**src/hdl/ppao_pkg.sv**
```systemverilog
// Shared constants for the port pin alternate override block.
package ppao_pkg;

  // ****************************************************************
  // Port geometry
  // ****************************************************************
  // Pins in one port.
  localparam int PORT_W = 8;
  // Lowest pin that has an alternate function in this block.
  localparam int ALT_LO = 3;
  // Positions of the pins with alternate functions.
  localparam int BIT_OSC_OUT = 7;
  localparam int BIT_OSC_IN = 6;
  localparam int BIT_SCK = 5;
  localparam int BIT_MISO = 4;
  localparam int BIT_MOSI = 3;
  // Number of pin change sources fed by this block.
  localparam int PCS_W = PORT_W - ALT_LO;

  // ****************************************************************
  // Reset values
  // ****************************************************************
  // Direction, output and input bits clear at reset: all pins float.
  localparam logic [PORT_W-1:0] DIR_RST = 8'h00;
  localparam logic [PORT_W-1:0] OUT_RST = 8'h00;
  localparam logic [PORT_W-1:0] PIN_RST = 8'h00;
  localparam logic [PORT_W-1:0] RD_RST = 8'h00;

  // ****************************************************************
  // Timing
  // ****************************************************************
  // Clock edges from pad to readable input bit.
  localparam int SYNC_CYCLES = 2;

endpackage : ppao_pkg

```
**src/hdl/ppao_pin_cell.sv**
```systemverilog
// One pin's override combination between port registers and the pad.
`timescale 1ns/10ps
module ppao_pin_cell (
  // Port register bits of this pin.
  input wire logic pin_direction_bit,
  input wire logic pin_output_bit,
  // Signals common to all ports.
  input wire logic global_pullup_disable,
  input wire logic sleep_clamp,
  // Per-pin overrides from alternate modules.
  input wire logic pullup_override_en,
  input wire logic pullup_override_val,
  input wire logic direction_override_en,
  input wire logic direction_override_val,
  input wire logic outvalue_override_en,
  input wire logic outvalue_override_val,
  input wire logic input_enable_override_en,
  input wire logic input_enable_override_val,
  // Pad side.
  input wire logic pad_in,
  output logic pad_oe,
  output logic pad_out,
  output logic pad_pullup,
  output logic raw_digital_input
);

  logic in_en;

  // All paths are combinational so an override reaches the pad at once.
  always_comb begin
    // Pull-up from the port bits, unless an alternate module owns it.
    if (pullup_override_en) begin
      pad_pullup = pullup_override_val;
    end else begin
      pad_pullup = ({pin_direction_bit, pin_output_bit,
                     global_pullup_disable} == 3'b010);
    end
    // Direction bit one means output, unless overridden.
    pad_oe = direction_override_en ? direction_override_val
                                   : pin_direction_bit;
    // Driven level; it only matters while the driver is on.
    pad_out = outvalue_override_en ? outvalue_override_val
                                   : pin_output_bit;
    // Sleep clamps the input buffer unless an override keeps it open.
    in_en = input_enable_override_en ? input_enable_override_val
                                     : !sleep_clamp;
    // Clamped to ground while disabled, tapped before any synchroniser.
    raw_digital_input = pad_in & in_en;
  end

endmodule // ppao_pin_cell

```
**src/hdl/ppao_portb_alt.sv**
```systemverilog
// Override sources for port B pins 7 to 3: clocks, serial port, compare.
`timescale 1ns/10ps
module ppao_portb_alt
  import ppao_pkg::*;
(
  // Clock source selection.
  input wire logic clk_src_intrc,
  input wire logic clk_src_ext,
  input wire logic async_timer_select,
  input wire logic external_clock_select,
  // Serial peripheral interface.
  input wire logic spi_enable,
  input wire logic spi_master,
  input wire logic spi_sck_out,
  input wire logic spi_slave_out,
  input wire logic spi_master_out,
  // Timer 2 compare output.
  input wire logic t2_compare_en,
  input wire logic timer2_compare_out,
  // Pin change enable and per-pin masks.
  input wire logic pin_change_en,
  input wire logic [PORT_W-1:0] pin_change_mask,
  // Port output bits, for pull-up control of forced inputs.
  input wire logic [PORT_W-1:0] pin_output_bit,
  input wire logic global_pullup_disable,
  // Override vectors, one bit per pin.
  output logic [PORT_W-1:0] pullup_override_en,
  output logic [PORT_W-1:0] pullup_override_val,
  output logic [PORT_W-1:0] direction_override_en,
  output logic [PORT_W-1:0] direction_override_val,
  output logic [PORT_W-1:0] outvalue_override_en,
  output logic [PORT_W-1:0] outvalue_override_val,
  output logic [PORT_W-1:0] input_enable_override_en,
  output logic [PORT_W-1:0] input_enable_override_val,
  // Pins handed to the oscillators.
  output logic osc_out_pin,
  output logic osc_in_pin
);

  logic slave_sel;
  logic master_sel;

  always_comb begin
    slave_sel = spi_enable & !spi_master;
    master_sel = spi_enable & spi_master;
    // Crystal on main clock, or timer crystal without external clock.
    osc_out_pin = (!clk_src_intrc & !clk_src_ext) |
                  (async_timer_select & !external_clock_select);
    // Every main source but the RC oscillator, or the timer oscillator.
    osc_in_pin = !clk_src_intrc | async_timer_select;
    // Pins 2 to 0 carry no overrides here.
    pullup_override_en = '0;
    pullup_override_val = '0;
    direction_override_en = '0;
    direction_override_val = '0;
    outvalue_override_en = '0;
    outvalue_override_val = '0;
    input_enable_override_en = '0;
    input_enable_override_val = '0;
    // Oscillator pins: pull-up and driver off, digital input closed.
    pullup_override_en[BIT_OSC_OUT] = osc_out_pin;
    direction_override_en[BIT_OSC_OUT] = osc_out_pin;
    input_enable_override_en[BIT_OSC_OUT] = osc_out_pin |
        (pin_change_mask[BIT_OSC_OUT] & pin_change_en);
    input_enable_override_val[BIT_OSC_OUT] = !osc_out_pin;
    pullup_override_en[BIT_OSC_IN] = osc_in_pin;
    direction_override_en[BIT_OSC_IN] = osc_in_pin;
    input_enable_override_en[BIT_OSC_IN] = osc_in_pin |
        (pin_change_mask[BIT_OSC_IN] & pin_change_en);
    input_enable_override_val[BIT_OSC_IN] = !osc_in_pin;
    // Clock pin: input as slave, driven with the clock as master.
    pullup_override_en[BIT_SCK] = slave_sel;
    direction_override_en[BIT_SCK] = slave_sel;
    outvalue_override_en[BIT_SCK] = master_sel;
    outvalue_override_val[BIT_SCK] = spi_sck_out;
    // Master-in pin: input as master, driven with slave data as slave.
    pullup_override_en[BIT_MISO] = master_sel;
    direction_override_en[BIT_MISO] = master_sel;
    outvalue_override_en[BIT_MISO] = slave_sel;
    outvalue_override_val[BIT_MISO] = spi_slave_out;
    // Master-out pin: input as slave; master data or compare output.
    pullup_override_en[BIT_MOSI] = slave_sel;
    direction_override_en[BIT_MOSI] = slave_sel;
    outvalue_override_en[BIT_MOSI] = master_sel | t2_compare_en;
    outvalue_override_val[BIT_MOSI] = master_sel ? spi_master_out
                                                 : timer2_compare_out;
    // Forced inputs keep the pull-up under the output bit's control.
    for (int i = BIT_MOSI; i <= BIT_SCK; i++) begin
      pullup_override_val[i] = pin_output_bit[i] &
                               !global_pullup_disable;
    end
    // Pins 5 to 3 keep the input open while their pin change is armed.
    for (int i = BIT_MOSI; i <= BIT_SCK; i++) begin
      input_enable_override_en[i] = pin_change_mask[i] & pin_change_en;
      input_enable_override_val[i] = 1'b1;
    end
  end

endmodule // ppao_portb_alt

```
**src/hdl/ppao_port_top.sv**
```systemverilog
// Port B register bits, override combination and pad control.
// How it works
// - Without override, pull-up is on only for direction 0, output 1, enable.
// - With pull-up override set, the override value alone sets the pull-up.
// - Driver follows the direction bit unless direction override decides.
// - Driven level is override value if enabled, else the output bit.
// - Toggle override inverts the pin's output register bit.
// - Input enable follows its override, else is closed in sleep.
// - Strobes are per port; clock, sleep, pull-up disable are global.
// - Pin 7 as oscillator pin reads zero in all three bits.
// - Pin 6 as oscillator pin reads zero in all three bits.
// - Timer oscillator without external clock takes pin 7 from the port.
// - Timer oscillator select takes pin 6 from the port.
// - Main oscillator pins are not general I/O; pin 6 except RC.
// - Serial slave forces clock pin 5 to input; master uses its bit.
// - Serial master forces pin 4 to input; slave uses its bit.
// - Serial slave forces pin 3 to input; master uses its bit.
// - A serially forced input keeps pull-up under its output bit.
// - Pins 7 to 3 feed pin change sources 4 to 0, pin 3 feeding source 0.
// - Direction bit one means output, zero means input.
`timescale 1ns/10ps
module ppao_port_top
  import ppao_pkg::*;
(
  // Clock and reset.
  input wire logic CORE_CLK,
  input wire logic SYS_RST,
  // Port register access, shared by all pins of the port.
  input wire logic PORT_WR_DIR,
  input wire logic PORT_WR_OUT,
  input wire logic PORT_WR_TOGGLE,
  input wire logic [ppao_pkg::PORT_W-1:0] PORT_WR_DATA,
  input wire logic PORT_RD_DIR,
  input wire logic PORT_RD_OUT,
  input wire logic PORT_RD_PIN,
  output logic [ppao_pkg::PORT_W-1:0] PORT_RD_DATA,
  // Controls common to all ports.
  input wire logic GLOBAL_PULLUP_DISABLE,
  input wire logic SLEEP_CLAMP,
  // Clock source selection.
  input wire logic CLK_SRC_INTRC,
  input wire logic CLK_SRC_EXT,
  input wire logic ASYNC_TIMER_SELECT,
  input wire logic EXTERNAL_CLOCK_SELECT,
  // Serial peripheral interface.
  input wire logic SPI_ENABLE,
  input wire logic SPI_MASTER,
  input wire logic SPI_SCK_OUT,
  input wire logic SPI_SLAVE_OUT,
  input wire logic SPI_MASTER_OUT,
  // Timer 2 compare output.
  input wire logic T2_COMPARE_EN,
  input wire logic TIMER2_COMPARE_OUT,
  // Pin change arming.
  input wire logic PIN_CHANGE_EN,
  input wire logic [ppao_pkg::PORT_W-1:0] PIN_CHANGE_MASK,
  // Per-pin toggle override.
  input wire logic [ppao_pkg::PORT_W-1:0] TOGGLE_OVERRIDE_EN,
  // Pad side.
  input wire logic [ppao_pkg::PORT_W-1:0] PAD_IN,
  output logic [ppao_pkg::PORT_W-1:0] PAD_OE,
  output logic [ppao_pkg::PORT_W-1:0] PAD_OUT,
  output logic [ppao_pkg::PORT_W-1:0] PAD_PULLUP,
  // Alternate module side.
  output logic [ppao_pkg::PORT_W-1:0] RAW_DIGITAL_INPUT,
  output logic [ppao_pkg::PCS_W-1:0] PIN_CHANGE_SOURCE,
  output logic [1:0] ANALOG_PAD_IO_SEL
);

  // ****************************************************************
  // Declarations
  // ****************************************************************
  logic [PORT_W-1:0] dir_r;
  logic [PORT_W-1:0] dir_nxt;
  logic [PORT_W-1:0] out_r;
  logic [PORT_W-1:0] out_nxt;
  logic [PORT_W-1:0] meta_r;
  logic [PORT_W-1:0] pin_r;
  logic [PORT_W-1:0] rd_r;
  logic [PORT_W-1:0] rd_nxt;
  logic [PORT_W-1:0] hide;
  logic [PORT_W-1:0] pullup_override_en;
  logic [PORT_W-1:0] pullup_override_val;
  logic [PORT_W-1:0] direction_override_en;
  logic [PORT_W-1:0] direction_override_val;
  logic [PORT_W-1:0] outvalue_override_en;
  logic [PORT_W-1:0] outvalue_override_val;
  logic [PORT_W-1:0] input_enable_override_en;
  logic [PORT_W-1:0] input_enable_override_val;
  logic osc_out_pin;
  logic osc_in_pin;

  // ****************************************************************
  // Alternate function sources
  // ****************************************************************
  // One instance serves the whole port; pins 2 to 0 get no overrides.
  ppao_portb_alt u_alt (
    .clk_src_intrc(CLK_SRC_INTRC),
    .clk_src_ext(CLK_SRC_EXT),
    .async_timer_select(ASYNC_TIMER_SELECT),
    .external_clock_select(EXTERNAL_CLOCK_SELECT),
    .spi_enable(SPI_ENABLE),
    .spi_master(SPI_MASTER),
    .spi_sck_out(SPI_SCK_OUT),
    .spi_slave_out(SPI_SLAVE_OUT),
    .spi_master_out(SPI_MASTER_OUT),
    .t2_compare_en(T2_COMPARE_EN),
    .timer2_compare_out(TIMER2_COMPARE_OUT),
    .pin_change_en(PIN_CHANGE_EN),
    .pin_change_mask(PIN_CHANGE_MASK),
    .pin_output_bit(out_r),
    .global_pullup_disable(GLOBAL_PULLUP_DISABLE),
    .pullup_override_en(pullup_override_en),
    .pullup_override_val(pullup_override_val),
    .direction_override_en(direction_override_en),
    .direction_override_val(direction_override_val),
    .outvalue_override_en(outvalue_override_en),
    .outvalue_override_val(outvalue_override_val),
    .input_enable_override_en(input_enable_override_en),
    .input_enable_override_val(input_enable_override_val),
    .osc_out_pin(osc_out_pin),
    .osc_in_pin(osc_in_pin)
  );

  // ****************************************************************
  // Per-pin override cells
  // ****************************************************************
  // Strobes are common, every override is separate per pin.
  for (genvar i = 0; i < PORT_W; i++) begin : g_pin
    ppao_pin_cell u_cell (
      .pin_direction_bit(dir_r[i]),
      .pin_output_bit(out_r[i]),
      .global_pullup_disable(GLOBAL_PULLUP_DISABLE),
      .sleep_clamp(SLEEP_CLAMP),
      .pullup_override_en(pullup_override_en[i]),
      .pullup_override_val(pullup_override_val[i]),
      .direction_override_en(direction_override_en[i]),
      .direction_override_val(direction_override_val[i]),
      .outvalue_override_en(outvalue_override_en[i]),
      .outvalue_override_val(outvalue_override_val[i]),
      .input_enable_override_en(input_enable_override_en[i]),
      .input_enable_override_val(input_enable_override_val[i]),
      .pad_in(PAD_IN[i]),
      .pad_oe(PAD_OE[i]),
      .pad_out(PAD_OUT[i]),
      .pad_pullup(PAD_PULLUP[i]),
      .raw_digital_input(RAW_DIGITAL_INPUT[i])
    );
  end

  // The pin change sources tap the raw input of pins 7 to 3.
  // Their users must synchronise them, unless used as a clock.
  assign PIN_CHANGE_SOURCE = RAW_DIGITAL_INPUT[PORT_W-1:ALT_LO];
  // Pad handed to the oscillator amplifiers: pin 7 output, pin 6 input.
  assign ANALOG_PAD_IO_SEL = {osc_out_pin, osc_in_pin};

  // ****************************************************************
  // Port registers
  // ****************************************************************
  // Write, toggle-write and toggle override may meet in one cycle;
  // the toggles apply on top of a plain write so none is lost.
  always_comb begin
    dir_nxt = PORT_WR_DIR ? PORT_WR_DATA : dir_r;
    out_nxt = PORT_WR_OUT ? PORT_WR_DATA : out_r;
    if (PORT_WR_TOGGLE) begin
      out_nxt = out_nxt ^ PORT_WR_DATA;
    end
    out_nxt = out_nxt ^ TOGGLE_OVERRIDE_EN;
  end

  // Clearing at reset floats every pin, pull-ups included.
  always_ff @(posedge CORE_CLK) begin
    if (SYS_RST) begin
      dir_r <= DIR_RST;
      out_r <= OUT_RST;
    end else begin
      dir_r <= dir_nxt;
      out_r <= out_nxt;
    end
  end

  // Two-stage synchroniser on the gated input; only pin_r reads meta_r.
  always_ff @(posedge CORE_CLK) begin
    if (SYS_RST) begin
      meta_r <= PIN_RST;
      pin_r <= PIN_RST;
    end else begin
      meta_r <= RAW_DIGITAL_INPUT;
      pin_r <= meta_r;
    end
  end

  // ****************************************************************
  // Read-back
  // ****************************************************************
  // Oscillator pins hide their register bits so software sees zero.
  always_comb begin
    hide = '0;
    hide[BIT_OSC_OUT] = osc_out_pin;
    hide[BIT_OSC_IN] = osc_in_pin;
    if (PORT_RD_DIR) begin
      rd_nxt = dir_r & ~hide;
    end else if (PORT_RD_OUT) begin
      rd_nxt = out_r & ~hide;
    end else if (PORT_RD_PIN) begin
      rd_nxt = pin_r & ~hide;
    end else begin
      rd_nxt = rd_r;
    end
  end

  always_ff @(posedge CORE_CLK) begin
    if (SYS_RST) begin
      rd_r <= RD_RST;
    end else begin
      rd_r <= rd_nxt;
    end
  end

  assign PORT_RD_DATA = rd_r;
endmodule // ppao_port_top

```
**config.mk**
```make
export PLATFORM = sky130hd
export DESIGN_NAME = ppao_port_top
export DESIGN_NICKNAME = d
export VERILOG_FILES = /design/src/hdl/ppao_pkg.sv /design/src/hdl/ppao_pin_cell.sv /design/src/hdl/ppao_portb_alt.sv /design/src/hdl/ppao_port_top.sv
export SDC_FILE = /design/constraint.sdc
export NUM_CORES = 1
export LEC_CHECK = 0
export BUFFER_PORTS_ARGS = -buffer_cell sky130_fd_sc_hd__buf_2
export CORE_ASPECT_RATIO = 1.25
export CORE_MARGIN = 2
export CORE_UTILIZATION = 51
export DETAILED_ROUTE_END_ITERATION = 10
export GPL_TIMING_DRIVEN = 0
export HOLD_SLACK_MARGIN = 0.08
export MAX_ROUTING_LAYER = met4
export PLACE_DENSITY = 0.87
export SYNTH_ARGS = -nofsm -noshare
export SYNTH_HDL_FRONTEND = slang
export SYNTH_SLANG_ARGS = --single-unit
```
**constraint.sdc**
```tcl
create_clock -name CORE_CLK -period 3.7 [get_ports CORE_CLK]
set_input_delay 0.555 -clock CORE_CLK [delete_from_list [all_inputs] [get_ports CORE_CLK]]
set_output_delay 0.555 -clock CORE_CLK [all_outputs]
set_load 0.1 [all_outputs]
```
==> metrics.txt <==
# TYPE chip_impl_metric gauge
chip_impl_metric{name="cp_data_arrival_time",unit="ps"} 1810
chip_impl_metric{name="async_flop_share",unit=""} 0
chip_impl_metric{name="floorplan.core_area",unit="sq um"} 4430
chip_impl_metric{name="synthesis.area",unit="sq um"} 2350
chip_impl_info{name="yosys.area.top_type",value="sky130_fd_sc_hd__dfxtp_1"} 1
chip_impl_metric{name="rrSetupSlack",unit="ps"} 2320
chip_impl_metric{name="gr-usage-all-layers",unit=""} 0.223
chip_impl_metric{name="synth_edf_count",unit=""} 0
chip_impl_info{name="r2r_start",value="out_r[5]$_SDFF_PP0_"} 1
chip_impl_metric{name="syn-num-nets",unit=""} 318
chip_impl_metric{name="clk_path_buf_depth",unit=""} 2
chip_impl_metric{name="layout_worst_path_cycle_share",unit=""} 0.639
chip_impl_metric{name="netlist.area_leader.share",unit=""} 0.341
chip_impl_metric{name="clkTransAtPathRegs",unit="ps"} 70
chip_impl_metric{name="num-nets-final",unit=""} 417
chip_impl_metric{name="final_layout_size_suffix_gt1_frac",unit=""} 0.407
chip_impl_metric{name="drt_iter0_markers",unit=""} 71
chip_impl_metric{name="clock_insertion_delay_worst_skew",unit="ps"} 290
chip_impl_metric{name="grt_pass1_vias",unit=""} 2071
chip_impl_info{name="terminating_pin_of_the_worst_hold_path",value="pin_r[6]$_SDFF_PP0_"} 1
chip_impl_metric{name="switching_share",unit=""} 0.383
chip_impl_metric{name="drtPass1Iterations",unit=""} 4
chip_impl_info{name="ys_top_cells_by_area",value="sky130_fd_sc_hd__dfxtp_1 (34%), sky130_fd_sc_hd__buf_4 (13%), sky130_fd_sc_hd__nor2b_1 (7.2%)"} 1
chip_impl_metric{name="synth.ff_latch_count",unit=""} 40
chip_impl_metric{name="initial_antenna_violation_count",unit=""} 0
chip_impl_metric{name="slew_violations",unit=""} 0
chip_impl_metric{name="syn_area_per_cell",unit="sq um"} 8.91
chip_impl_info{name="cts_tree",value="done"} 1
chip_impl_metric{name="vias_per_cell",unit=""} 5.01
chip_impl_metric{name="post-dp-hpwl",unit="um"} 4250
chip_impl_metric{name="cts_made_buffers",unit=""} 5
chip_impl_info{name="critPathLaunch",value="ASYNC_TIMER_SELECT"} 1
chip_impl_metric{name="synth_seq_area_share",unit=""} 0.341
chip_impl_metric{name="level_count_of_the_clock_h_tree",unit=""} 2
chip_impl_metric{name="grt_pass1_wl",unit="um"} 8790
chip_impl_metric{name="totalWireLength",unit="um"} 5320
chip_impl_info{name="run_status",value="complete, no violations"} 1
chip_impl_info{name="critPathKind",value="in2out"} 1
chip_impl_metric{name="combinational_power_share",unit=""} 0.349
chip_impl_metric{name="power_frac_clock",unit=""} 0.275
chip_impl_metric{name="multi_input_area",unit="sq um"} 1180
chip_impl_metric{name="areaGrowthSynthToFinish",unit="%"} 27.2
chip_impl_metric{name="max_slew_margin",unit=""} 0.573
chip_impl_metric{name="via_count",unit=""} 2114
chip_impl_metric{name="cts.repair_timing.setup_buffer_count",unit=""} 0
chip_impl_metric{name="grt_start_max_net_pins",unit=""} 13
chip_impl_metric{name="register_share_of_total_power",unit=""} 0.377
chip_impl_metric{name="int_pwr",unit="uW"} 778
chip_impl_metric{name="period_minus_slack",unit="ps"} 2360
chip_impl_metric{name="antenna-diode-count",unit=""} 0
chip_impl_metric{name="timing.fmax",unit="GHz"} 0.423
chip_impl_metric{name="tightestPinTransition",unit="ps"} 637
chip_impl_metric{name="ctsResizeCount",unit=""} 0
chip_impl_metric{name="clock_sinks",unit=""} 40
chip_impl_info{name="cts_root_buf",value="sky130_fd_sc_hd__clkbuf_8"} 1
chip_impl_metric{name="cellPowerDensity",unit="nW/um^2"} 421
chip_impl_info{name="hold_path.class",value="reg2reg"} 1
chip_impl_metric{name="peakVddDrop",unit="mV"} 0.262
chip_impl_metric{name="detail_route.wl_per_cell",unit="um"} 12.6
chip_impl_metric{name="maxCapViolations",unit=""} 0
chip_impl_info{name="setup_repair_after_global_routing_missed_its_margin",value="no"} 1
chip_impl_metric{name="regArea",unit="sq um"} 801
chip_impl_metric{name="ff2ff_path_depth",unit=""} 3
chip_impl_info{name="rr_endpoint",value="out_r[5]$_SDFF_PP0_"} 1
chip_impl_metric{name="gp_routability_congestion",unit=""} 0.867
chip_impl_metric{name="hold_depth",unit=""} 1
chip_impl_metric{name="fill_cells",unit=""} 376
chip_impl_info{name="synth_common_cells",value="sky130_fd_sc_hd__buf_4 (40), sky130_fd_sc_hd__dfxtp_1 (40), sky130_fd_sc_hd__nor2b_1 (27)"} 1
chip_impl_metric{name="io_pins",unit=""} 101
chip_impl_info{name="worstSetupStartpointType",value="input port"} 1
chip_impl_info{name="crit_path_end_kind",value="output port"} 1
chip_impl_metric{name="crit_path_max_fanout",unit=""} 3
chip_impl_metric{name="yosysUniqueCellTypes",unit=""} 39
chip_impl_metric{name="die_height",unit="um"} 79.9
chip_impl_metric{name="totalNegativeSetupSlack",unit="ps"} 0
chip_impl_metric{name="fin_cells",unit=""} 422
chip_impl_metric{name="floorplan.die_area",unit="sq um"} 5170
chip_impl_metric{name="cts_hold_buf",unit=""} 0
chip_impl_metric{name="synth_warnings",unit=""} 0
chip_impl_metric{name="final-hold-violation-count",unit=""} 0
chip_impl_metric{name="grt_overflow_total",unit=""} 0
chip_impl_metric{name="number_of_nets_still_failing_antenna_checks_after_routing",unit=""} 0
chip_impl_info{name="min_from",value="meta_r[6]$_SDFF_PP0_"} 1
chip_impl_info{name="ys_dominant_reg_cell",value="sky130_fd_sc_hd__dfxtp_1"} 1
chip_impl_metric{name="initial_core_util",unit=""} 0.531
chip_impl_metric{name="finalSetupViolations",unit=""} 0
chip_impl_metric{name="p_switching",unit="uW"} 483
chip_impl_metric{name="drc",unit=""} 0
chip_impl_metric{name="die_width",unit="um"} 64.7
chip_impl_metric{name="cp_data_required_time",unit="ps"} 3140
chip_impl_metric{name="placed_cells_incl_taps",unit=""} 414
chip_impl_metric{name="finalClockSkew",unit="ps"} 9.15
chip_impl_metric{name="static_leakage",unit="uW"} 0.00144
chip_impl_metric{name="place.port_buffers",unit=""} 92
chip_impl_metric{name="synthesis.instances",unit=""} 264
chip_impl_metric{name="num_rows",unit=""} 27
==> per-stage QoR <==
stage          setup WS [ps]  utilization  power, uW  area [sq um]  hold WS (ps)
2_1_floorplan           1800            -        841          2350           414
3_3_place_gp            1400        0.652        917          2880           418
3_5_place_dp            1340        0.652        925          2880           424
4_1_cts                 1330        0.676       1270          2990           440
5_1_grt                 1290        0.676       1310          2990           453
6_report                1340        0.676       1260          2990           436
==> cell families (layout without fill, tap and decap cells) <==
family,Yosys count,count (layout),synth area share
flip-flops,40,40,0.341
buffers and inverters,57,157,0.159
AND/OR/NAND/NOR,107,107,0.280
multiplexers,22,22,0.0995
AO/OA/AOI/OAI,38,38,0.121
==> placed cells by master (no fill, tap or decap), drive strengths merged <==
master,instances
buf,135
dfxtp,40
nor2b,27
nor2,17
clkbuf,16
nand2,15
nor3b,13
mux2i,11
mux2,11
a21oi,9
or2,8
a311oi,7
nand3b,7
nor4bb,6
a21o,6
a22oi,6
and2,5
inv,4
nand2b,3
a21boi,3
nor4b,2
a211oi,2
and4bb,2
and3,1
a221oi,1
a2111oi,1
nor3,1
o2111ai,1
o31ai,1
a2111o,1
clkinv,1
bufinv,1
==> worst max-delay path by stage <==
stage | slack [ps] | endpoint | depth (start not counted)
final | 1340 | PAD_PULLUP[6] | 6
after global placement | 1400 | PAD_PULLUP[6] | 6
after CTS | 1330 | PAD_PULLUP[6] | 6
after global routing | 1290 | PAD_PULLUP[6] | 6
after detailed placement | 1340 | PAD_PULLUP[6] | 6
after floorplan | 1800 | PAD_PULLUP[6] | 4
==> critical path, cell delays in order <==
cell and delay, ps:
sky130_fd_sc_hd__buf_2 100, sky130_fd_sc_hd__nor2b_1 210, sky130_fd_sc_hd__inv_1 120, sky130_fd_sc_hd__nor4b_1 260, sky130_fd_sc_hd__buf_4 150, sky130_fd_sc_hd__buf_2 410
==> per-layer routing <==
metal	part of all wire	GRT usage	vias up
li1	-	-	1075
met1	0.40	0.231	966
met2	0.53	0.403	66
met3	0.057	0.0522	7
met4	0.015	0.0894	0
met5	0	-	-
==> sequential cells by signal, summed over array words and instances (netlist names) <==
register / count
PORT_RD_DATA: 8
dir_r: 8
meta_r: 8
out_r: 8
pin_r: 8
==> cell type report <==
class,instances,area share
buffer,53,0.120
sequential,40,0.268
inverter,4,0.00502
clock buffer,6,0.0243
clock inverter,2,0.0117
tap,58,0.0243
multi-input combinational,167,0.394
timing repair buffer,92,0.154
==> power by group through the flow <==
stage	Sequential, uW	Clock (uW)	Combinational (uW)
final	475	346	440
after global routing	478	368	462
after detailed placement	485	0	440
after CTS	475	351	441
after global placement	483	0	433
after floorplan	506	0	335
Power figures use the tool's default switching activity.
